===== config.mk =====
export PLATFORM = sky130hd
export DESIGN_NAME = serial_port_control_status
export DESIGN_NICKNAME = d
export VERILOG_FILES = /design/src/rtl/uart_ctrl_pkg.sv /design/src/rtl/bit_sync.sv /design/src/rtl/serial_tx.sv /design/src/rtl/serial_port_control_status.sv
export SDC_FILE = /design/constraint.sdc
export NUM_CORES = 1
export LEC_CHECK = 0
export ABC_AREA = 1
export BUFFER_PORTS_ARGS = -buffer_cell sky130_fd_sc_hd__buf_2
export CORE_AREA = 10 10 137 114
export DETAILED_ROUTE_END_ITERATION = 7
export DIE_AREA = 0 0 147 124
export HOLD_SLACK_MARGIN = 0.06
export PLACE_DENSITY = 0.91
export SLEW_MARGIN = 10
export SYNTH_ARGS = -nofsm -noshare
export SYNTH_HDL_FRONTEND = slang
export SYNTH_HIERARCHICAL = 1
export SYNTH_SLANG_ARGS = --single-unit

===== constraint.sdc =====
create_clock -name REF_CLK -period 3.15 [get_ports REF_CLK]
set_input_delay 0.63 -clock REF_CLK [delete_from_list [all_inputs] [get_ports REF_CLK]]
set_output_delay 0.63 -clock REF_CLK [all_outputs]
set_load 0.02 [all_outputs]

===== src/rtl/uart_ctrl_pkg.sv =====
// uart_ctrl_pkg: shared constants and types of the serial port block
// assumes one clock domain and a 32-bit AXI4-Lite register bus
//
// Overview of operation
// - two-bit field picks shift mode, 8-bit UART or two 9-bit UARTs
// - modes 2/3 with multiprocessor enable: no receive flag if ninth bit 0
// - mode 1 with multiprocessor enable: receive flag only on valid stop
// - reception runs only while the receiver enable bit is set
// - modes 2/3 send the transmit ninth bit as ninth data bit
// - modes 2/3 store the received ninth data bit in receive ninth bit
// - mode 1 without multiprocessor enable stores stop bit; mode 0 unused
// - transmit flag set after 8th bit in mode 0, else at stop start
// - hardware never clears the transmit flag; software writes it
// - receive flag set after 8th bit in mode 0, else mid stop bit
// - hardware never clears the receive flag; software writes it
// - buffer write starts transmission; buffer read gives receive register
// - mode 0 receives when flag clear and enabled; else on start bit

package uart_ctrl_pkg;

  // operating mode codes as held in the two mode select bits
  typedef enum logic [1:0]
  {
    MODE_SHIFT       = 2'h0,
    MODE_UART8       = 2'h1,
    MODE_UART9_FIXED = 2'h2,
    MODE_UART9_VAR   = 2'h3
  } mode_t;

  // control and status register, bit 7 first
  typedef struct packed
  {
    logic mode_select_high;
    logic mode_select_low;
    logic multiprocessor_enable;
    logic receiver_enable;
    logic transmit_ninth_bit;
    logic receive_ninth_bit;
    logic transmit_complete_flag;
    logic receive_complete_flag;
  } ctrl_t;

  // received frame: bit8 is stop (mode 1) or ninth bit (modes 2/3)
  typedef struct packed
  {
    logic       bit9;
    logic       bit8;
    logic [7:0] data;
  } rx_frame_t;

  // register indices; byte address is four times the index
  localparam int          ADDR_W             = 12;
  localparam logic [9:0]  IDX_CONTROL_STATUS = 10'h098;
  localparam logic [9:0]  IDX_BUFFER         = 10'h099;
  localparam logic [9:0]  IDX_IRQ_STATUS     = 10'h0a0;
  localparam logic [9:0]  IDX_IRQ_ENABLE     = 10'h0a1;
  localparam logic [9:0]  IDX_IRQ_CLEAR      = 10'h0a2;

  // reset values and interrupt bit layout
  localparam ctrl_t       CTRL_RESET   = 8'h00;
  localparam int          IRQ_W        = 2;
  localparam int          IRQ_TX_BIT   = 0;
  localparam int          IRQ_RX_BIT   = 1;
  localparam logic [1:0]  RESP_OKAY    = 2'h0;
  localparam logic [1:0]  RESP_SLVERR  = 2'h2;

  // clock cycles per bit time, defaults for each rate class
  localparam logic [15:0] DEF_MODE0_CYCLES = 16'h000c;
  localparam logic [15:0] DEF_MODE2_CYCLES = 16'h0040;
  localparam logic [15:0] DEF_ASYNC_CYCLES = 16'h0440;

  // index of the last bit of a frame, transmit and receive
  localparam logic [3:0]  TX_LAST_SHIFT = 4'h7;
  localparam logic [3:0]  TX_LAST_UART8 = 4'h9;
  localparam logic [3:0]  TX_LAST_UART9 = 4'ha;
  localparam logic [3:0]  RX_LAST_SHIFT = 4'h7;
  localparam logic [3:0]  RX_LAST_UART8 = 4'h8;
  localparam logic [3:0]  RX_LAST_UART9 = 4'h9;

endpackage


===== src/rtl/bit_sync.sv =====
// bit_sync: two-stage synchroniser for one level from a pin
// assumes the level idles high, as a serial line does
`timescale 1ns/10ps
`default_nettype none

module bit_sync
(
  // clock and reset
  input  wire logic clk,
  input  wire logic rst,
  // level in and synchronised level out
  input  wire logic d,
  output logic      q
);
  import uart_ctrl_pkg::*;

  logic meta_q;

  // first stage feeds only the second
  always_ff @(posedge clk)
  begin
    if (rst)
    begin
      meta_q <= 1'b1;
      q      <= 1'b1;
    end
    else
    begin
      meta_q <= d;
      q      <= meta_q;
    end
  end

endmodule

`default_nettype wire


===== src/rtl/serial_tx.sv =====
// serial_tx: sends one frame per start pulse in the selected mode
// assumes start only while idle and a bit time of two cycles or more
`timescale 1ns/10ps
`default_nettype none

module serial_tx
(
  // clock and reset
  input  wire logic                 clk,
  input  wire logic                 rst,
  // frame request
  input  wire logic                 start,
  input  wire uart_ctrl_pkg::mode_t mode,
  input  wire logic [7:0]           data,
  input  wire logic                 ninth,
  input  wire logic [15:0]          bit_cycles,
  // line side
  output logic                      busy,
  output logic                      ser_out,
  output logic                      shift_clk,
  output logic                      done
);
  import uart_ctrl_pkg::*;

  logic [15:0] cnt_q;
  logic [3:0]  idx_q;
  logic [10:0] frame_q;
  mode_t       mode_q;
  logic [3:0]  last;
  logic        bit_end;

  // index of the final bit of the frame in flight
  always_comb
  begin
    unique case (mode_q)
      MODE_SHIFT:       last = TX_LAST_SHIFT;
      MODE_UART8:       last = TX_LAST_UART8;
      MODE_UART9_FIXED: last = TX_LAST_UART9;
      MODE_UART9_VAR:   last = TX_LAST_UART9;
    endcase
  end

  // bit timing, frame load and shifting
  always_ff @(posedge clk)
  begin
    if (rst)
    begin
      busy    <= 1'b0;
      cnt_q   <= 16'h0000;
      idx_q   <= 4'h0;
      frame_q <= 11'h7ff;
      mode_q  <= MODE_SHIFT;
    end
    else if (!busy)
    begin
      if (start)
      begin
        busy   <= 1'b1;
        cnt_q  <= 16'h0000;
        idx_q  <= 4'h0;
        mode_q <= mode;
        unique case (mode)
          MODE_SHIFT:       frame_q <= {3'h7, data};
          MODE_UART8:       frame_q <= {2'h3, data, 1'b0};
          MODE_UART9_FIXED: frame_q <= {1'b1, ninth, data, 1'b0};
          MODE_UART9_VAR:   frame_q <= {1'b1, ninth, data, 1'b0};
        endcase
      end
    end
    else if (bit_end)
    begin
      cnt_q <= 16'h0000;
      if (idx_q == last)
        busy <= 1'b0;
      else
        idx_q <= idx_q + 4'h1;
    end
    else
      cnt_q <= cnt_q + 16'h0001;
  end

  // line value, shift clock (low in first half) and completion pulse
  assign bit_end   = busy && (cnt_q == bit_cycles - 16'h0001);
  assign ser_out   = busy ? frame_q[idx_q] : 1'b1;
  assign shift_clk = !(busy && (mode_q == MODE_SHIFT)
                     && (cnt_q < {1'b0, bit_cycles[15:1]}));
  assign done      = bit_end && ((mode_q == MODE_SHIFT) ? (idx_q == last)
                     : (idx_q == last - 4'h1));

endmodule

`default_nettype wire


===== src/rtl/serial_port_control_status.sv =====
// serial_port_control_status: serial port registers, flags and receiver
// assumes a single AXI4-Lite master and one clock for bus and line
//
// Local design decision: the AXI4-Lite interface to the registers.
`timescale 1ns/10ps
`default_nettype none

module serial_port_control_status
#(
  parameter logic [15:0] MODE0_CYCLES = uart_ctrl_pkg::DEF_MODE0_CYCLES,
  parameter logic [15:0] MODE2_CYCLES = uart_ctrl_pkg::DEF_MODE2_CYCLES,
  parameter logic [15:0] ASYNC_CYCLES = uart_ctrl_pkg::DEF_ASYNC_CYCLES
)
(
  // clock and reset
  input  wire logic                             REF_CLK,
  input  wire logic                             RST,
  // axi4-lite write address and data
  input  wire logic [uart_ctrl_pkg::ADDR_W-1:0] AWADDR,
  input  wire logic                             AWVALID,
  output logic                                  AWREADY,
  input  wire logic [31:0]                      WDATA,
  input  wire logic [3:0]                       WSTRB,
  input  wire logic                             WVALID,
  output logic                                  WREADY,
  // axi4-lite write response
  output logic [1:0]                            BRESP,
  output logic                                  BVALID,
  input  wire logic                             BREADY,
  // axi4-lite read
  input  wire logic [uart_ctrl_pkg::ADDR_W-1:0] ARADDR,
  input  wire logic                             ARVALID,
  output logic                                  ARREADY,
  output logic [31:0]                           RDATA,
  output logic [1:0]                            RRESP,
  output logic                                  RVALID,
  input  wire logic                             RREADY,
  // serial pins
  output logic                                  TXD,
  input  wire logic                             RXD_I,
  output logic                                  RXD_O,
  output logic                                  RXD_OE,
  // interrupt
  output logic                                  IRQ
);
  import uart_ctrl_pkg::*;

  typedef enum logic [1:0] {RX_IDLE, RX_START, RX_BITS} rx_state_t;

  // ************************************************************
  // declarations
  // ************************************************************
  ctrl_t              ctrl_q;
  mode_t              mode;
  logic [7:0]         rx_buf_q;
  logic [IRQ_W-1:0]   irq_status_q;
  logic [IRQ_W-1:0]   irq_enable_q;
  logic [IRQ_W-1:0]   irq_events;
  logic [IRQ_W-1:0]   irq_clear;
  logic [15:0]        bit_cycles;
  logic               rxd_s;
  logic               aw_have_q;
  logic               w_have_q;
  logic [9:0]         wr_idx_q;
  logic [31:0]        wr_data_q;
  logic [3:0]         wr_strb_q;
  logic               aw_take;
  logic               w_take;
  logic               wr_go;
  logic               wr_en;
  logic               wr_ok;
  logic               ar_take;
  logic [9:0]         rd_idx;
  logic [31:0]        rd_data;
  logic               rd_ok;
  logic               tx_start;
  logic               tx_busy;
  logic               tx_ser;
  logic               tx_sclk;
  logic               tx_done;
  rx_state_t          rx_state_q;
  logic [15:0]        rx_cnt_q;
  logic [3:0]         rx_idx_q;
  logic [9:0]         rx_sh_q;
  logic               rx_prev_q;
  logic               rx_done_q;
  logic [3:0]         rx_last;
  logic               rx_tick;
  logic               rx_half;
  logic               rx_go0;
  logic               rx_sclk;
  logic               rx_accept;
  rx_frame_t          rx_frame;

  // mode from the two select bits
  assign mode = mode_t'({ctrl_q.mode_select_high,
                         ctrl_q.mode_select_low});

  // bit time per mode: shift, fixed 9-bit, variable rate
  always_comb
  begin
    unique case (mode)
      MODE_SHIFT:       bit_cycles = MODE0_CYCLES;
      MODE_UART8:       bit_cycles = ASYNC_CYCLES;
      MODE_UART9_FIXED: bit_cycles = MODE2_CYCLES;
      MODE_UART9_VAR:   bit_cycles = ASYNC_CYCLES;
    endcase
  end

  // ************************************************************
  // pin input synchroniser
  // ************************************************************
  bit_sync u_rxd_sync
  (
    .clk (REF_CLK),
    .rst (RST),
    .d   (RXD_I),
    .q   (rxd_s)
  );

  // ************************************************************
  // axi4-lite write channel
  // ************************************************************
  assign aw_take = AWVALID && AWREADY;
  assign w_take  = WVALID && WREADY;
  assign wr_go   = aw_have_q && w_have_q && !BVALID;
  assign wr_en   = wr_go && wr_strb_q[0];

  // address and data are held until both have arrived
  always_ff @(posedge REF_CLK)
  begin
    if (RST)
    begin
      wr_idx_q  <= 10'h000;
      wr_data_q <= 32'h0000_0000;
      wr_strb_q <= 4'h0;
    end
    else
    begin
      if (aw_take)
        wr_idx_q <= AWADDR[ADDR_W-1:2];
      if (w_take)
      begin
        wr_data_q <= WDATA;
        wr_strb_q <= WSTRB;
      end
    end
  end

  // handshake flags and response
  always_ff @(posedge REF_CLK)
  begin
    if (RST)
    begin
      aw_have_q <= 1'b0;
      w_have_q  <= 1'b0;
      AWREADY   <= 1'b0;
      WREADY    <= 1'b0;
      BVALID    <= 1'b0;
      BRESP     <= RESP_OKAY;
    end
    else
    begin
      aw_have_q <= !wr_go && (aw_have_q || aw_take);
      w_have_q  <= !wr_go && (w_have_q || w_take);
      AWREADY   <= !aw_take && !aw_have_q && !wr_go && !BVALID;
      WREADY    <= !w_take && !w_have_q && !wr_go && !BVALID;
      if (wr_go)
      begin
        BVALID <= 1'b1;
        BRESP  <= wr_ok ? RESP_OKAY : RESP_SLVERR;
      end
      else if (BREADY)
        BVALID <= 1'b0;
    end
  end

  // writes to a mapped index are accepted
  assign wr_ok = (wr_idx_q == IDX_CONTROL_STATUS) ||
                 (wr_idx_q == IDX_BUFFER) ||
                 (wr_idx_q == IDX_IRQ_STATUS) ||
                 (wr_idx_q == IDX_IRQ_ENABLE) ||
                 (wr_idx_q == IDX_IRQ_CLEAR);

  // ************************************************************
  // axi4-lite read channel
  // ************************************************************
  assign ar_take = ARVALID && ARREADY;
  assign rd_idx  = ARADDR[ADDR_W-1:2];

  // read mux; clear register reads as zero
  always_comb
  begin
    rd_data = 32'h0000_0000;
    rd_ok   = 1'b1;
    unique case (rd_idx)
      IDX_CONTROL_STATUS: rd_data[7:0]       = ctrl_q;
      IDX_BUFFER:         rd_data[7:0]       = rx_buf_q;
      IDX_IRQ_STATUS:     rd_data[IRQ_W-1:0] = irq_status_q;
      IDX_IRQ_ENABLE:     rd_data[IRQ_W-1:0] = irq_enable_q;
      IDX_IRQ_CLEAR:      rd_data            = 32'h0000_0000;
      default:            rd_ok              = 1'b0;
    endcase
  end

  // read answer follows the address by one cycle
  always_ff @(posedge REF_CLK)
  begin
    if (RST)
    begin
      ARREADY <= 1'b0;
      RVALID  <= 1'b0;
      RDATA   <= 32'h0000_0000;
      RRESP   <= RESP_OKAY;
    end
    else
    begin
      ARREADY <= !ar_take && !RVALID;
      if (ar_take)
      begin
        RVALID <= 1'b1;
        RDATA  <= rd_data;
        RRESP  <= rd_ok ? RESP_OKAY : RESP_SLVERR;
      end
      else if (RREADY)
        RVALID <= 1'b0;
    end
  end

  // ************************************************************
  // control register and receive buffer
  // ************************************************************
  // hardware sets after the software write, so a set is never lost
  always_ff @(posedge REF_CLK)
  begin
    if (RST)
      ctrl_q <= CTRL_RESET;
    else
    begin
      if (wr_en && (wr_idx_q == IDX_CONTROL_STATUS))
        ctrl_q <= ctrl_t'(wr_data_q[7:0]);
      if (tx_done)
        ctrl_q.transmit_complete_flag <= 1'b1;
      if (rx_accept)
      begin
        ctrl_q.receive_complete_flag <= 1'b1;
        if (mode != MODE_SHIFT)
          ctrl_q.receive_ninth_bit <= rx_frame.bit8;
      end
    end
  end

  // receive register, separate from the transmit side
  always_ff @(posedge REF_CLK)
  begin
    if (RST)
      rx_buf_q <= 8'h00;
    else if (rx_accept)
      rx_buf_q <= rx_frame.data;
  end

  // ************************************************************
  // transmitter
  // ************************************************************
  // a buffer write while a frame is in flight is dropped
  assign tx_start = wr_en && (wr_idx_q == IDX_BUFFER) && !tx_busy;

  serial_tx u_tx
  (
    .clk        (REF_CLK),
    .rst        (RST),
    .start      (tx_start),
    .mode       (mode),
    .data       (wr_data_q[7:0]),
    .ninth      (ctrl_q.transmit_ninth_bit),
    .bit_cycles (bit_cycles),
    .busy       (tx_busy),
    .ser_out    (tx_ser),
    .shift_clk  (tx_sclk),
    .done       (tx_done)
  );

  // ************************************************************
  // receiver
  // ************************************************************
  // last sampled bit index per mode
  always_comb
  begin
    unique case (mode)
      MODE_SHIFT:       rx_last = RX_LAST_SHIFT;
      MODE_UART8:       rx_last = RX_LAST_UART8;
      MODE_UART9_FIXED: rx_last = RX_LAST_UART9;
      MODE_UART9_VAR:   rx_last = RX_LAST_UART9;
    endcase
  end

  assign rx_tick  = rx_cnt_q == bit_cycles - 16'h0001;
  assign rx_half  = rx_cnt_q == {1'b0, bit_cycles[15:1]} - 16'h0001;
  assign rx_go0   = ctrl_q.receiver_enable && !tx_busy && !rx_done_q
                    && !ctrl_q.receive_complete_flag;
  assign rx_sclk  = !((rx_state_q == RX_BITS) && (mode == MODE_SHIFT)
                    && (rx_cnt_q < {1'b0, bit_cycles[15:1]}));
  assign rx_frame = rx_frame_t'(rx_sh_q);

  // start detect, mid-bit sampling (end of bit in shift mode)
  always_ff @(posedge REF_CLK)
  begin
    if (RST)
    begin
      rx_state_q <= RX_IDLE;
      rx_cnt_q   <= 16'h0000;
      rx_idx_q   <= 4'h0;
      rx_sh_q    <= 10'h000;
      rx_prev_q  <= 1'b1;
      rx_done_q  <= 1'b0;
    end
    else
    begin
      rx_prev_q <= rxd_s;
      rx_done_q <= 1'b0;
      unique case (rx_state_q)
        RX_IDLE:
        begin
          rx_cnt_q <= 16'h0000;
          rx_idx_q <= 4'h0;
          if (mode == MODE_SHIFT)
          begin
            if (rx_go0)
              rx_state_q <= RX_BITS;
          end
          else if (ctrl_q.receiver_enable && rx_prev_q && !rxd_s)
            rx_state_q <= RX_START;
        end
        RX_START:
        begin
          if (!ctrl_q.receiver_enable)
            rx_state_q <= RX_IDLE;
          else if (rx_half)
          begin
            rx_cnt_q   <= 16'h0000;
            rx_state_q <= rxd_s ? RX_IDLE : RX_BITS;
          end
          else
            rx_cnt_q <= rx_cnt_q + 16'h0001;
        end
        RX_BITS:
        begin
          if (!ctrl_q.receiver_enable)
            rx_state_q <= RX_IDLE;
          else if (rx_tick)
          begin
            rx_cnt_q          <= 16'h0000;
            rx_sh_q[rx_idx_q] <= rxd_s;
            if (rx_idx_q == rx_last)
            begin
              rx_done_q  <= 1'b1;
              rx_state_q <= RX_IDLE;
            end
            else
              rx_idx_q <= rx_idx_q + 4'h1;
          end
          else
            rx_cnt_q <= rx_cnt_q + 16'h0001;
        end
      endcase
    end
  end

  // multiprocessor gating: bit8 is the stop bit in mode 1, else ninth
  assign rx_accept = rx_done_q && ((mode == MODE_SHIFT)
                     || !ctrl_q.multiprocessor_enable
                     || rx_frame.bit8);

  // ************************************************************
  // interrupt status, enable and clear
  // ************************************************************
  assign irq_events[IRQ_TX_BIT] = tx_done;
  assign irq_events[IRQ_RX_BIT] = rx_accept;
  assign irq_clear = (wr_en && (wr_idx_q == IDX_IRQ_CLEAR))
                     ? wr_data_q[IRQ_W-1:0] : {IRQ_W{1'b0}};

  // sticky status, set wins over clear; level interrupt
  always_ff @(posedge REF_CLK)
  begin
    if (RST)
    begin
      irq_status_q <= {IRQ_W{1'b0}};
      irq_enable_q <= {IRQ_W{1'b0}};
      IRQ          <= 1'b0;
    end
    else
    begin
      irq_status_q <= (irq_status_q & ~irq_clear) | irq_events;
      if (wr_en && (wr_idx_q == IDX_IRQ_ENABLE))
        irq_enable_q <= wr_data_q[IRQ_W-1:0];
      IRQ <= |(irq_status_q & irq_enable_q);
    end
  end

  // ************************************************************
  // pin drivers
  // ************************************************************
  // shift mode: clock on TXD, data driven on RXD while sending
  always_ff @(posedge REF_CLK)
  begin
    if (RST)
    begin
      TXD    <= 1'b1;
      RXD_O  <= 1'b1;
      RXD_OE <= 1'b0;
    end
    else
    begin
      TXD    <= (mode == MODE_SHIFT) ? (tx_sclk && rx_sclk) : tx_ser;
      RXD_OE <= tx_busy && (mode == MODE_SHIFT);
      RXD_O  <= (tx_busy && (mode == MODE_SHIFT)) ? tx_ser : 1'b1;
    end
  end

endmodule

`default_nettype wire


==> results of run 1 <==
## how the worst max path moves through the flow
stage                     startpoint        endpoint  cells past startpoint
after floorplan            ctrl_q[6]  u_tx/cnt_q[11]                     14
after global placement     ctrl_q[6]  u_tx/cnt_q[11]                     16
after detailed placement   ctrl_q[6]       ctrl_q[1]                     17
after CTS                  ctrl_q[6]       ctrl_q[1]                     17
after global routing       ctrl_q[6]  u_tx/cnt_q[11]                     16
final                       w_have_q   u_tx/idx_q[1]                     11
## area by class of cell
| cell class | count | area, sq um | share of cell area [%] |
|---|---|---|---|
| Multi-Input combinational cell | 845 | 4400 | 50.3 |
| Inverter | 153 | 581 | 6.64 |
| Clock buffer | 18 | 429 | 4.91 |
| Sequential cell | 128 | 2560 | 29.3 |
| Tap cell | 175 | 219 | 2.51 |
| Timing Repair Buffer | 63 | 335 | 3.84 |
| Clock inverter | 14 | 213 | 2.43 |
## routing by layer
metal  part of all wire (%)  up-vias  wire (um)
met5                      0        -          0
met4                    2.1        0        417
met3                    8.3       49       1670
met2                     47      349       9360
met1                     43     3455       8590
li1                       -     3727          -
## layout by cell type (no fill, tap or decap), drive strengths merged
cell type	count
and3	1
clkinv	7
clkinvlp	4
nand4	22
bufinv	5
o221ai	7
xnor2	8
nor4	9
clkbuf	18
a2111oi	2
o2111ai	2
o22ai	5
a21boi	1
dfxtp	128
a31oi	2
nand3	66
o211ai	10
nand3b	9
a211oi	9
o31ai	2
inv	151
nor3	20
o21ai	58
o21a	5
xor2	23
a21o	1
and2	1
nand2	230
buf	63
nor2	168
conb	67
nor3b	1
ha	29
a21oi	86
a311oi	1
## cell families (layout without fill, tap and decap cells)
kind of cell | Yosys count | after routing | synth area share, %
and+or+nand+nor | 527 | 527 | 31.7
buffers and inverters | 207 | 248 | 11.8
AOI/OAI and AO/OA | 191 | 191 | 14.4
DFF | 128 | 128 | 33.7
xor gates and xnor gates | 31 | 31 | 3.57
adders and majority gates | 29 | 29 | 4.77
other | 1 | 67 | 0.0493
## state kept, by name, indices dropped and copies added, names as in the netlist, 4 cells and up
| name | cells |
|---|---|
| u_tx/idx_q | 4 |
| RDATA | 8 |
| u_tx/cnt_q | 16 |
| rx_buf_q | 8 |
| wr_data_q | 8 |
| u_tx/frame_q | 10 |
| rx_cnt_q | 16 |
| rx_idx_q | 4 |
| ctrl_q | 8 |
| rx_frame | 9 |
| wr_idx_q | 10 |
## worst max-delay path, cell delays in order, from the launching register on
cell	delay, ns
sky130_fd_sc_hd__dfxtp_1	0.37
sky130_fd_sc_hd__nand3_1	0.15
sky130_fd_sc_hd__inv_1	0.16
sky130_fd_sc_hd__nand2_1	0.13
sky130_fd_sc_hd__nor4_1	0.52
sky130_fd_sc_hd__nor2_1	0.37
sky130_fd_sc_hd__inv_1	0.26
sky130_fd_sc_hd__nand2_1	0.08
sky130_fd_sc_hd__inv_1	0.18
sky130_fd_sc_hd__nand3_1	0.12
sky130_fd_sc_hd__nand2_1	0.10
sky130_fd_sc_hd__nor2_2	0.03
## stage by stage
step	setup WS, ns	power, mW	instance area [sq um]	util (%)
final	0.560	4.57	8740	68.6
after global placement	0.714	2.40	8100	63.6
after detailed placement	0.640	2.43	8100	63.6
after floorplan	1.12	2.28	7860	-
after global routing	0.297	4.73	8740	68.6
after CTS	0.614	4.55	8740	68.6
## report_power, final
part           internal (mW)  leakage (nW)  switching [mW]
clock network           1.40         0.303           0.746
logic                  0.208          2.42           0.502
registers               1.67          1.04          0.0419
==> flow_summary.html, run 1 <==
<table>
<tr><th>Metric</th><th>Value</th></tr>
<tr><th colspan="2">Run status</th></tr>
<tr><td>Status</td><td>finished, final reports clean</td></tr>
<tr><th colspan="2">Floorplanning</th></tr>
<tr><td>Total core area</td><td>approximately 13000 sq um</td></tr>
<tr><td>Die ar.</td><td>around 18000 sq um</td></tr>
<tr><td>I/O pins</td><td>between 100 and 150</td></tr>
<tr><td>FP Rows</td><td>37</td></tr>
<tr><td>Die Height</td><td>124 um</td></tr>
<tr><td>Width of the chip</td><td>147 um</td></tr>
<tr><td>Initial Utilization</td><td>59.8%</td></tr>
<tr><th colspan="2">Timing</th></tr>
<tr><td>Worst setup skew after layout</td><td>between 0.006 and 0.007 ns</td></tr>
<tr><td>FMAX</td><td>just under 400 MHz</td></tr>
<tr><td>Pins over their slew limit</td><td>0</td></tr>
<tr><td>Final setup violating endpoints</td><td>0</td></tr>
<tr><td>Final worst path period need</td><td>between 2 and 3 ns</td></tr>
<tr><td>Worst Max-Slew Pin Slew</td><td>a little under 0.9 ns</td></tr>
<tr><td>Final hold violation count</td><td>0</td></tr>
<tr><td>Slew margin rel.</td><td>about 40%</td></tr>
<tr><td>Worst-case hold slack</td><td>a little under 0.4 ns</td></tr>
<tr><td>Setup repair after global routing missed its margin</td><td>no</td></tr>
<tr><td>Tcrit/Tclk final</td><td>just over 80%</td></tr>
<tr><td>Post-Route Setup TNS</td><td>0 ns</td></tr>
<tr><th colspan="2">Clocking</th></tr>
<tr><td>Number of setup buffers added after CTS</td><td>0</td></tr>
<tr><td># clock sinks</td><td>between 100 and 150</td></tr>
<tr><td>H-tree levels</td><td>4</td></tr>
<tr><td>Max Buffers Root-to-Sink</td><td>2</td></tr>
<tr><td>CTS tree</td><td>built</td></tr>
<tr><td>Cts bufs inserted</td><td>17</td></tr>
<tr><td>Clk pin slew, worst setup/hold paths</td><td>around 0.060 ns</td></tr>
<tr><td>Gates resized, CTS repair</td><td>0</td></tr>
<tr><td>Cell at the root of the clock tree</td><td>sky130_fd_sc_hd__clkbuf_16</td></tr>
<tr><td>Post-cts hold buffer count</td><td>0</td></tr>
<tr><td>Worst-Skew Late Latency</td><td>between 0.4 and 0.5 ns</td></tr>
<tr><th colspan="2">Critical path</th></tr>
<tr><td>Largest fanout on the critical path</td><td>13</td></tr>
<tr><td>Reg-to-reg critical path startpoint</td><td>w_have_q</td></tr>
<tr><td>WP data required</td><td>3.44 ns</td></tr>
<tr><td>Reg-to-Reg End</td><td>u_tx/idx_q[1]</td></tr>
<tr><td>Worst setup slack for register-to-register paths</td><td>approximately 0.56 ns</td></tr>
<tr><td>Crit Path Category</td><td>reg2reg</td></tr>
<tr><td>Arr. time, crit path</td><td>2.88 ns</td></tr>
<tr><td>Endpoint class of the critical path</td><td>register</td></tr>
<tr><td>Startpoint class of the critical path</td><td>register</td></tr>
<tr><td>Cell count of the worst reg-to-reg path</td><td>11</td></tr>
<tr><th colspan="2">Final layout</th></tr>
<tr><td>Fill cell count</td><td>between 1000 and 1500</td></tr>
<tr><td>Diodes inserted</td><td>0</td></tr>
<tr><td>Area growth, synth to finish</td><td>14.8%</td></tr>
<tr><td>Non-filler cells, final</td><td>approximately 1400</td></tr>
<tr><td>Net count, final</td><td>approximately 1300</td></tr>
<tr><td>Share of layout cells above drive strength 1</td><td>~12%</td></tr>
<tr><th colspan="2">Synth</th></tr>
<tr><td>Most area-consuming cells after synthesis</td><td>sky130_fd_sc_hd__dfxtp_1 (34%), sky130_fd_sc_hd__nand2_1 (11%), sky130_fd_sc_hd__nor2_1 (7.4%)</td></tr>
<tr><td>Number of synthesized flops with an enable pin</td><td>0</td></tr>
<tr><td>Post-synth ARST share</td><td>0%</td></tr>
<tr><td>Seq cells post-synth</td><td>roughly 130</td></tr>
<tr><td>Cell with the most instances after synthesis</td><td>sky130_fd_sc_hd__nand2_1</td></tr>
<tr><td>Synthesized instance count</td><td>1114</td></tr>
<tr><td>Cell types with the highest counts after synthesis</td><td>sky130_fd_sc_hd__nand2_1 (214), sky130_fd_sc_hd__nor2_1 (150), sky130_fd_sc_hd__inv_1 (143)</td></tr>
<tr><td>Sequential cell area fraction in the yosys report</td><td>between 30% and 40%</td></tr>
<tr><td>Summed instance area of the synthesized netlist</td><td>~7600 sq um</td></tr>
<tr><td>Post-synth cell types</td><td>52</td></tr>
<tr><td>Cell taking the most area after synthesis</td><td>sky130_fd_sc_hd__dfxtp_1</td></tr>
<tr><td>Synth Area per Inst</td><td>roughly 6.8 sq um</td></tr>
<tr><td>Dominant register cell in the synthesized netlist</td><td>sky130_fd_sc_hd__dfxtp_1</td></tr>
<tr><td>Synth top area share</td><td>roughly 34%</td></tr>
<tr><td>Synthesis warning total</td><td>6</td></tr>
<tr><th colspan="2">GRT</th></tr>
<tr><td>Grt met3 use</td><td>between 4 and 5%</td></tr>
<tr><td>Met1 global-route usage</td><td>between 20 and 30%</td></tr>
<tr><td>Antenna violations before repair</td><td>0</td></tr>
<tr><td>Pin count of the biggest net entering global routing</td><td>50</td></tr>
<tr><td>Global routing usage on met2</td><td>approximately 37%</td></tr>
<tr><td>Busiest layer in global routing</td><td>met2</td></tr>
<tr><td>Final global-route overflow total</td><td>0</td></tr>
<tr><td>Wire length of the first global-routing pass</td><td>between 30 and 40 mm</td></tr>
<tr><td>Via count of the first global-routing pass</td><td>about 7000</td></tr>
<tr><td>Global router's overall resource usage</td><td>~22%</td></tr>
<tr><th colspan="2">Drt</th></tr>
<tr><td>DR DRC count</td><td>0</td></tr>
<tr><td>Final Routed Wirelength</td><td>between 20 and 25 mm</td></tr>
<tr><td>Routed len/inst</td><td>around 14 um</td></tr>
<tr><td>Drt first-iter violations</td><td>approximately 820</td></tr>
<tr><td>Total via count after detailed routing</td><td>around 7600</td></tr>
<tr><td>Detailed-route vias per instance</td><td>~5.4</td></tr>
<tr><td>Remaining antenna violation count after routing</td><td>0</td></tr>
<tr><td>Length of the first detailed-routing pass in iterations</td><td>7</td></tr>
<tr><th colspan="2">Placement</th></tr>
<tr><td>DP Cell Count</td><td>roughly 1400</td></tr>
<tr><td>Routability-driven placement congestion ratio</td><td>around 0.91</td></tr>
<tr><td>Post-DP HPWL</td><td>about 14 mm</td></tr>
<tr><td>Port-buffer cells</td><td>55</td></tr>
<tr><th colspan="2">Power and ir drop</th></tr>
<tr><td>Leakage</td><td>around 3.8 nW</td></tr>
<tr><td>Pwr dens</td><td>about 520 nW/um^2</td></tr>
<tr><td>Maximum resistive drop on vdd</td><td>around 470 uV</td></tr>
<tr><th colspan="2">Hold path</th></tr>
<tr><td>Worst hold start</td><td>RXD_I</td></tr>
<tr><td>Hold endpoint</td><td>u_rxd_sync/meta_q</td></tr>
<tr><td>Hold-critical path depth</td><td>3</td></tr>
<tr><td>Type of the worst min-delay path</td><td>in2reg</td></tr>
<tr><th colspan="2">Run</th></tr>
<tr><td>Max_cap viols</td><td>0</td></tr>
</table>
No activity file was read; power rests on OpenSTA's default activity.
==> run 2, diff against run 1 <==
- CORE_AREA: 10 10 137 114 -> 10 10 140 116
- DIE_AREA: 0 0 147 124 -> 0 0 150 126
- PLACE_DENSITY: 0.91 -> 0.88
- clock period: 3.15 -> 2.6 ns (I/O delays scaled with it)
==> run 2 against run 1 <==
Against the previous run: highest routed layer unchanged; sequential power increased by 21%; combinational power increased by 16%; maximum frequency rose by 9.2%; count of clock-buffer cells in the layout fell by 1; core utilization fell by 3.5 points; routed wire length is 5.8% lower; die area increased by 3.7%; largest cell class unchanged; total power up 14%; via count is 2.7% lower; cell count grew 0.79%; setup slack lost 0.33 ns.
==> flow_summary.html, run 2 (synthesis gave the netlist of run 1 again) <==
<table>
<tr><th>Metric</th><th>Value</th></tr>
<tr><th colspan="2">Run status</th></tr>
<tr><td>Status</td><td>finished, final reports clean</td></tr>
<tr><th colspan="2">Critical path</th></tr>
<tr><td>Reg-to-Reg End</td><td>u_tx/idx_q[1]</td></tr>
<tr><td>Family with the most delay on the worst path</td><td>simple AND/OR/NAND/NOR gates</td></tr>
<tr><td>Arr. time, crit path</td><td>between 2 and 3 ns</td></tr>
<tr><td>Startpoint class of the critical path</td><td>register</td></tr>
<tr><td>Cell count of the worst reg-to-reg path</td><td>17</td></tr>
<tr><td>Slowest library cell on the worst path</td><td>sky130_fd_sc_hd__dfxtp_1</td></tr>
<tr><td>Critical Path Most Common Cell</td><td>sky130_fd_sc_hd__nand2_1</td></tr>
<tr><td>Worst setup slack for register-to-register paths</td><td>0.23 ns</td></tr>
<tr><td>Stage delay of the slowest cell on the critical path</td><td>roughly 0.48 ns</td></tr>
<tr><td>Number of buffer and inverter instances along the worst setup path</td><td>2</td></tr>
<tr><td>Endpoint class of the critical path</td><td>register</td></tr>
<tr><td>Crit Path Category</td><td>reg2reg</td></tr>
<tr><td>WP data required</td><td>2.95 ns</td></tr>
<tr><td>Largest fanout on the critical path</td><td>10</td></tr>
<tr><td>Reg-to-reg critical path startpoint</td><td>ctrl_q[7]</td></tr>
<tr><td>Sequence of cells on the critical path</td><td>nor2_4 -&gt; clkinv_2 -&gt; nand3_2 -&gt; nor2_4 -&gt; nand2_2 -&gt; nand2_1 -&gt; nand2_1 -&gt; nor2_1 -&gt; nand2_1 -&gt; nor2_1 -&gt; nand2_2 -&gt; nand2_2 -&gt; buf_4 -&gt; nand2_4 -&gt; nand2_1 -&gt; nand2_1 -&gt; nor2_2</td></tr>
<tr><th colspan="2">Drt</th></tr>
<tr><td>Routed len/inst</td><td>roughly 13 um</td></tr>
<tr><td>Metal3 WL</td><td>between 1 and 1.5 mm</td></tr>
<tr><td>Total via count after detailed routing</td><td>7372</td></tr>
<tr><td>Met2 WL</td><td>between 8 and 9 mm</td></tr>
<tr><td>Drt first-iter violations</td><td>813</td></tr>
<tr><td>Routed metal-1 wirelength</td><td>8.41 mm</td></tr>
<tr><td>DR DRC count</td><td>0</td></tr>
<tr><td>Length of the first detailed-routing pass in iterations</td><td>5</td></tr>
<tr><td>Final Routed Wirelength</td><td>roughly 19 mm</td></tr>
<tr><td>Highest layer used for signal routing</td><td>met4</td></tr>
<tr><td>Remaining antenna violation count after routing</td><td>0</td></tr>
<tr><td>Detailed-route vias per instance</td><td>about 5.2</td></tr>
<tr><th colspan="2">Final layout</th></tr>
<tr><td>Most frequent cells in the layout</td><td>sky130_fd_sc_hd__nand2_1 (214), sky130_fd_sc_hd__nor2_1 (150), sky130_fd_sc_hd__inv_1 (142), sky130_fd_sc_hd__dfxtp_1 (127), sky130_fd_sc_hd__a21oi_1 (84)</td></tr>
<tr><td>Fill cell count</td><td>~1100</td></tr>
<tr><td>Share of layout cells above drive strength 1</td><td>between 10 and 15%</td></tr>
<tr><td>Net count, final</td><td>about 1300</td></tr>
<tr><td>Commonest non-fill, non-tap cell in the layout</td><td>sky130_fd_sc_hd__nand2_1</td></tr>
<tr><td>Area growth, synth to finish</td><td>14.6%</td></tr>
<tr><td>Final core area utilization</td><td>65.1%</td></tr>
<tr><td>Sequential standard cell area</td><td>roughly 2600 sq um</td></tr>
<tr><td>Final Cell Area</td><td>8730 sq um</td></tr>
<tr><td>Diodes inserted</td><td>0</td></tr>
<tr><td>Largest registers</td><td>rx_cnt_q x16, u_tx/cnt_q x16</td></tr>
<tr><td>Area of combinational cells with multiple inputs</td><td>roughly 4400 sq um</td></tr>
<tr><th colspan="2">Placement</th></tr>
<tr><td>Post-DP HPWL</td><td>roughly 14 mm</td></tr>
<tr><td>Setup slack at placement</td><td>roughly 0.24 ns</td></tr>
<tr><td>Port-buffer cells</td><td>between 50 and 60</td></tr>
<tr><td>Routability-driven placement congestion ratio</td><td>0.923</td></tr>
<tr><td>Placed inst area</td><td>8150 sq um</td></tr>
<tr><th colspan="2">Floorplanning</th></tr>
<tr><td>Total core area</td><td>13400 sq um</td></tr>
<tr><td>Width of the chip</td><td>150 um</td></tr>
<tr><td>Die Height</td><td>approximately 130 um</td></tr>
<tr><td>Initial Utilization</td><td>56.8%</td></tr>
<tr><td>Die ar.</td><td>18900 sq um</td></tr>
<tr><td>FP Rows</td><td>38</td></tr>
<tr><td>I/O pins</td><td>roughly 110</td></tr>
<tr><th colspan="2">Clocking</th></tr>
<tr><td>Max Buffers Root-to-Sink</td><td>2</td></tr>
<tr><td>H-tree levels</td><td>4</td></tr>
<tr><td>Cell at the root of the clock tree</td><td>sky130_fd_sc_hd__clkbuf_16</td></tr>
<tr><td>Clk pin slew, worst setup/hold paths</td><td>roughly 0.060 ns</td></tr>
<tr><td>Worst-Skew Late Latency</td><td>0.42 ns</td></tr>
<tr><td>Cts bufs inserted</td><td>17</td></tr>
<tr><td>CTS tree</td><td>built</td></tr>
<tr><td># clock sinks</td><td>128</td></tr>
<tr><th colspan="2">Timing</th></tr>
<tr><td>Final critical-path setup slack</td><td>between 0.2 and 0.25 ns</td></tr>
<tr><td>Setup repair after global routing missed its margin</td><td>no</td></tr>
<tr><td>Worst setup skew after layout</td><td>about 0.011 ns</td></tr>
<tr><td>Final setup violating endpoints</td><td>0</td></tr>
<tr><td>FMAX</td><td>approximately 420 MHz</td></tr>
<tr><td>Tcrit/Tclk final</td><td>about nine tenths</td></tr>
<tr><td>Slew margin rel.</td><td>roughly 64%</td></tr>
<tr><td>Final worst path period need</td><td>about 2.4 ns</td></tr>
<tr><td>Post-Route Setup TNS</td><td>0 ns</td></tr>
<tr><td>Final hold violation count</td><td>0</td></tr>
<tr><td>Pins over their slew limit</td><td>0</td></tr>
<tr><td>Worst Max-Slew Pin Slew</td><td>around 0.54 ns</td></tr>
<tr><th colspan="2">Hold path</th></tr>
<tr><td>Worst hold start</td><td>RXD_I</td></tr>
<tr><td>Hold-critical path depth</td><td>3</td></tr>
<tr><td>Type of the worst min-delay path</td><td>in2reg</td></tr>
<tr><td>Hold endpoint</td><td>u_rxd_sync/meta_q</td></tr>
<tr><th colspan="2">GRT</th></tr>
<tr><td>Final global-route overflow total</td><td>0</td></tr>
<tr><td>Global router's overall resource usage</td><td>19.7%</td></tr>
<tr><td>Wire length of the first global-routing pass</td><td>31.7 mm</td></tr>
<tr><td>Via count of the first global-routing pass</td><td>6909</td></tr>
<tr><td>Antenna violations before repair</td><td>0</td></tr>
<tr><td>Pin count of the biggest net entering global routing</td><td>40</td></tr>
<tr><th colspan="2">Run</th></tr>
<tr><td>Max_cap viols</td><td>0</td></tr>
<tr><th colspan="2">Power and ir drop</th></tr>
<tr><td>Pwr dens</td><td>around 600 nW/um^2</td></tr>
<tr><td>Maximum resistive drop on vdd</td><td>roughly 500 uV</td></tr>
<tr><td>Leakage</td><td>3.76 nW</td></tr>
</table>
[run 2: cell count changes in the layout (fill, tap and decap cells not counted), sizes merged]
| cell | before | now |
|---|---|---|
| bufinv | 5 | 1 |
| clkbuf | 18 | 17 |
| inv | 151 | 156 |
| clkinvlp | 4 | 5 |
| clkinv | 7 | 6 |
| buf | 63 | 69 |
[run 2: per-layer routing]
| layer | track usage, % | vias up |
|---|---|---|
| met1 | 25.8 | 3329 |
| met5 | 0 | - |
| met2 | 32.5 | 266 |
| li1 | - | 3751 |
| met4 | 6.16 | 0 |
| met3 | 2.90 | 26 |
[run 2: worst max path at each step]
stage | from | endpoint | slack [ns] | cells past startpoint
global placement | ctrl_q[6] | u_tx/cnt_q[11] | 0.31 | 16
finish | ctrl_q[7] | u_tx/idx_q[1] | 0.23 | 17
global route | ctrl_q[7] | ctrl_q[1] | 0.02 | 16
CTS | ctrl_q[7] | u_tx/cnt_q[8] | 0.23 | 16
detailed placement | ctrl_q[7] | u_tx/cnt_q[11] | 0.24 | 16
floorplan | ctrl_q[6] | u_tx/cnt_q[11] | 0.57 | 14
[run 2: per-stage QoR]
step	instances	hold slack, ns	power (mW)
floorplan	1180	0.380	2.77
global placement	1375	0.394	2.91
detailed placement	1375	0.399	2.93
CTS	1407	0.279	5.21
global route	1407	0.300	5.41
finish	1407	0.284	5.21
[run 2: timing repair]
action,in CTS,in global routing
setup buffers,0,0
hold buffers,0,0
setup endpoints to repair,0,10
resized for setup,0,3
[run 2: area by class of cell]
cell class	instances	area share [%]
Inverter	153	6.70
Clock buffer	17	4.88
Multi-Input combinational cell	845	50.4
Clock inverter	15	1.71
Timing Repair Buffer	69	4.36
Tap cell	180	2.58
Sequential cell	128	29.4
[run 2: report_power, final]
group / switching [mW] / internal [mW] / leakage [nW] / total, mW
Sequential: 0.0496 / 2.02 / 1.04 / 2.07
Combinational: 0.574 / 0.250 / 2.45 / 0.825
Clock: 0.966 / 1.34 / 0.271 / 2.31
[run 2: worst reg2reg max path: cells and delay by family, from the launching register on]
kind / cells / cell delay, ns
and+or+nand+nor: 15 / 1.51
buffers and inverters: 2 / 0.32
DFF: 1 / 0.48
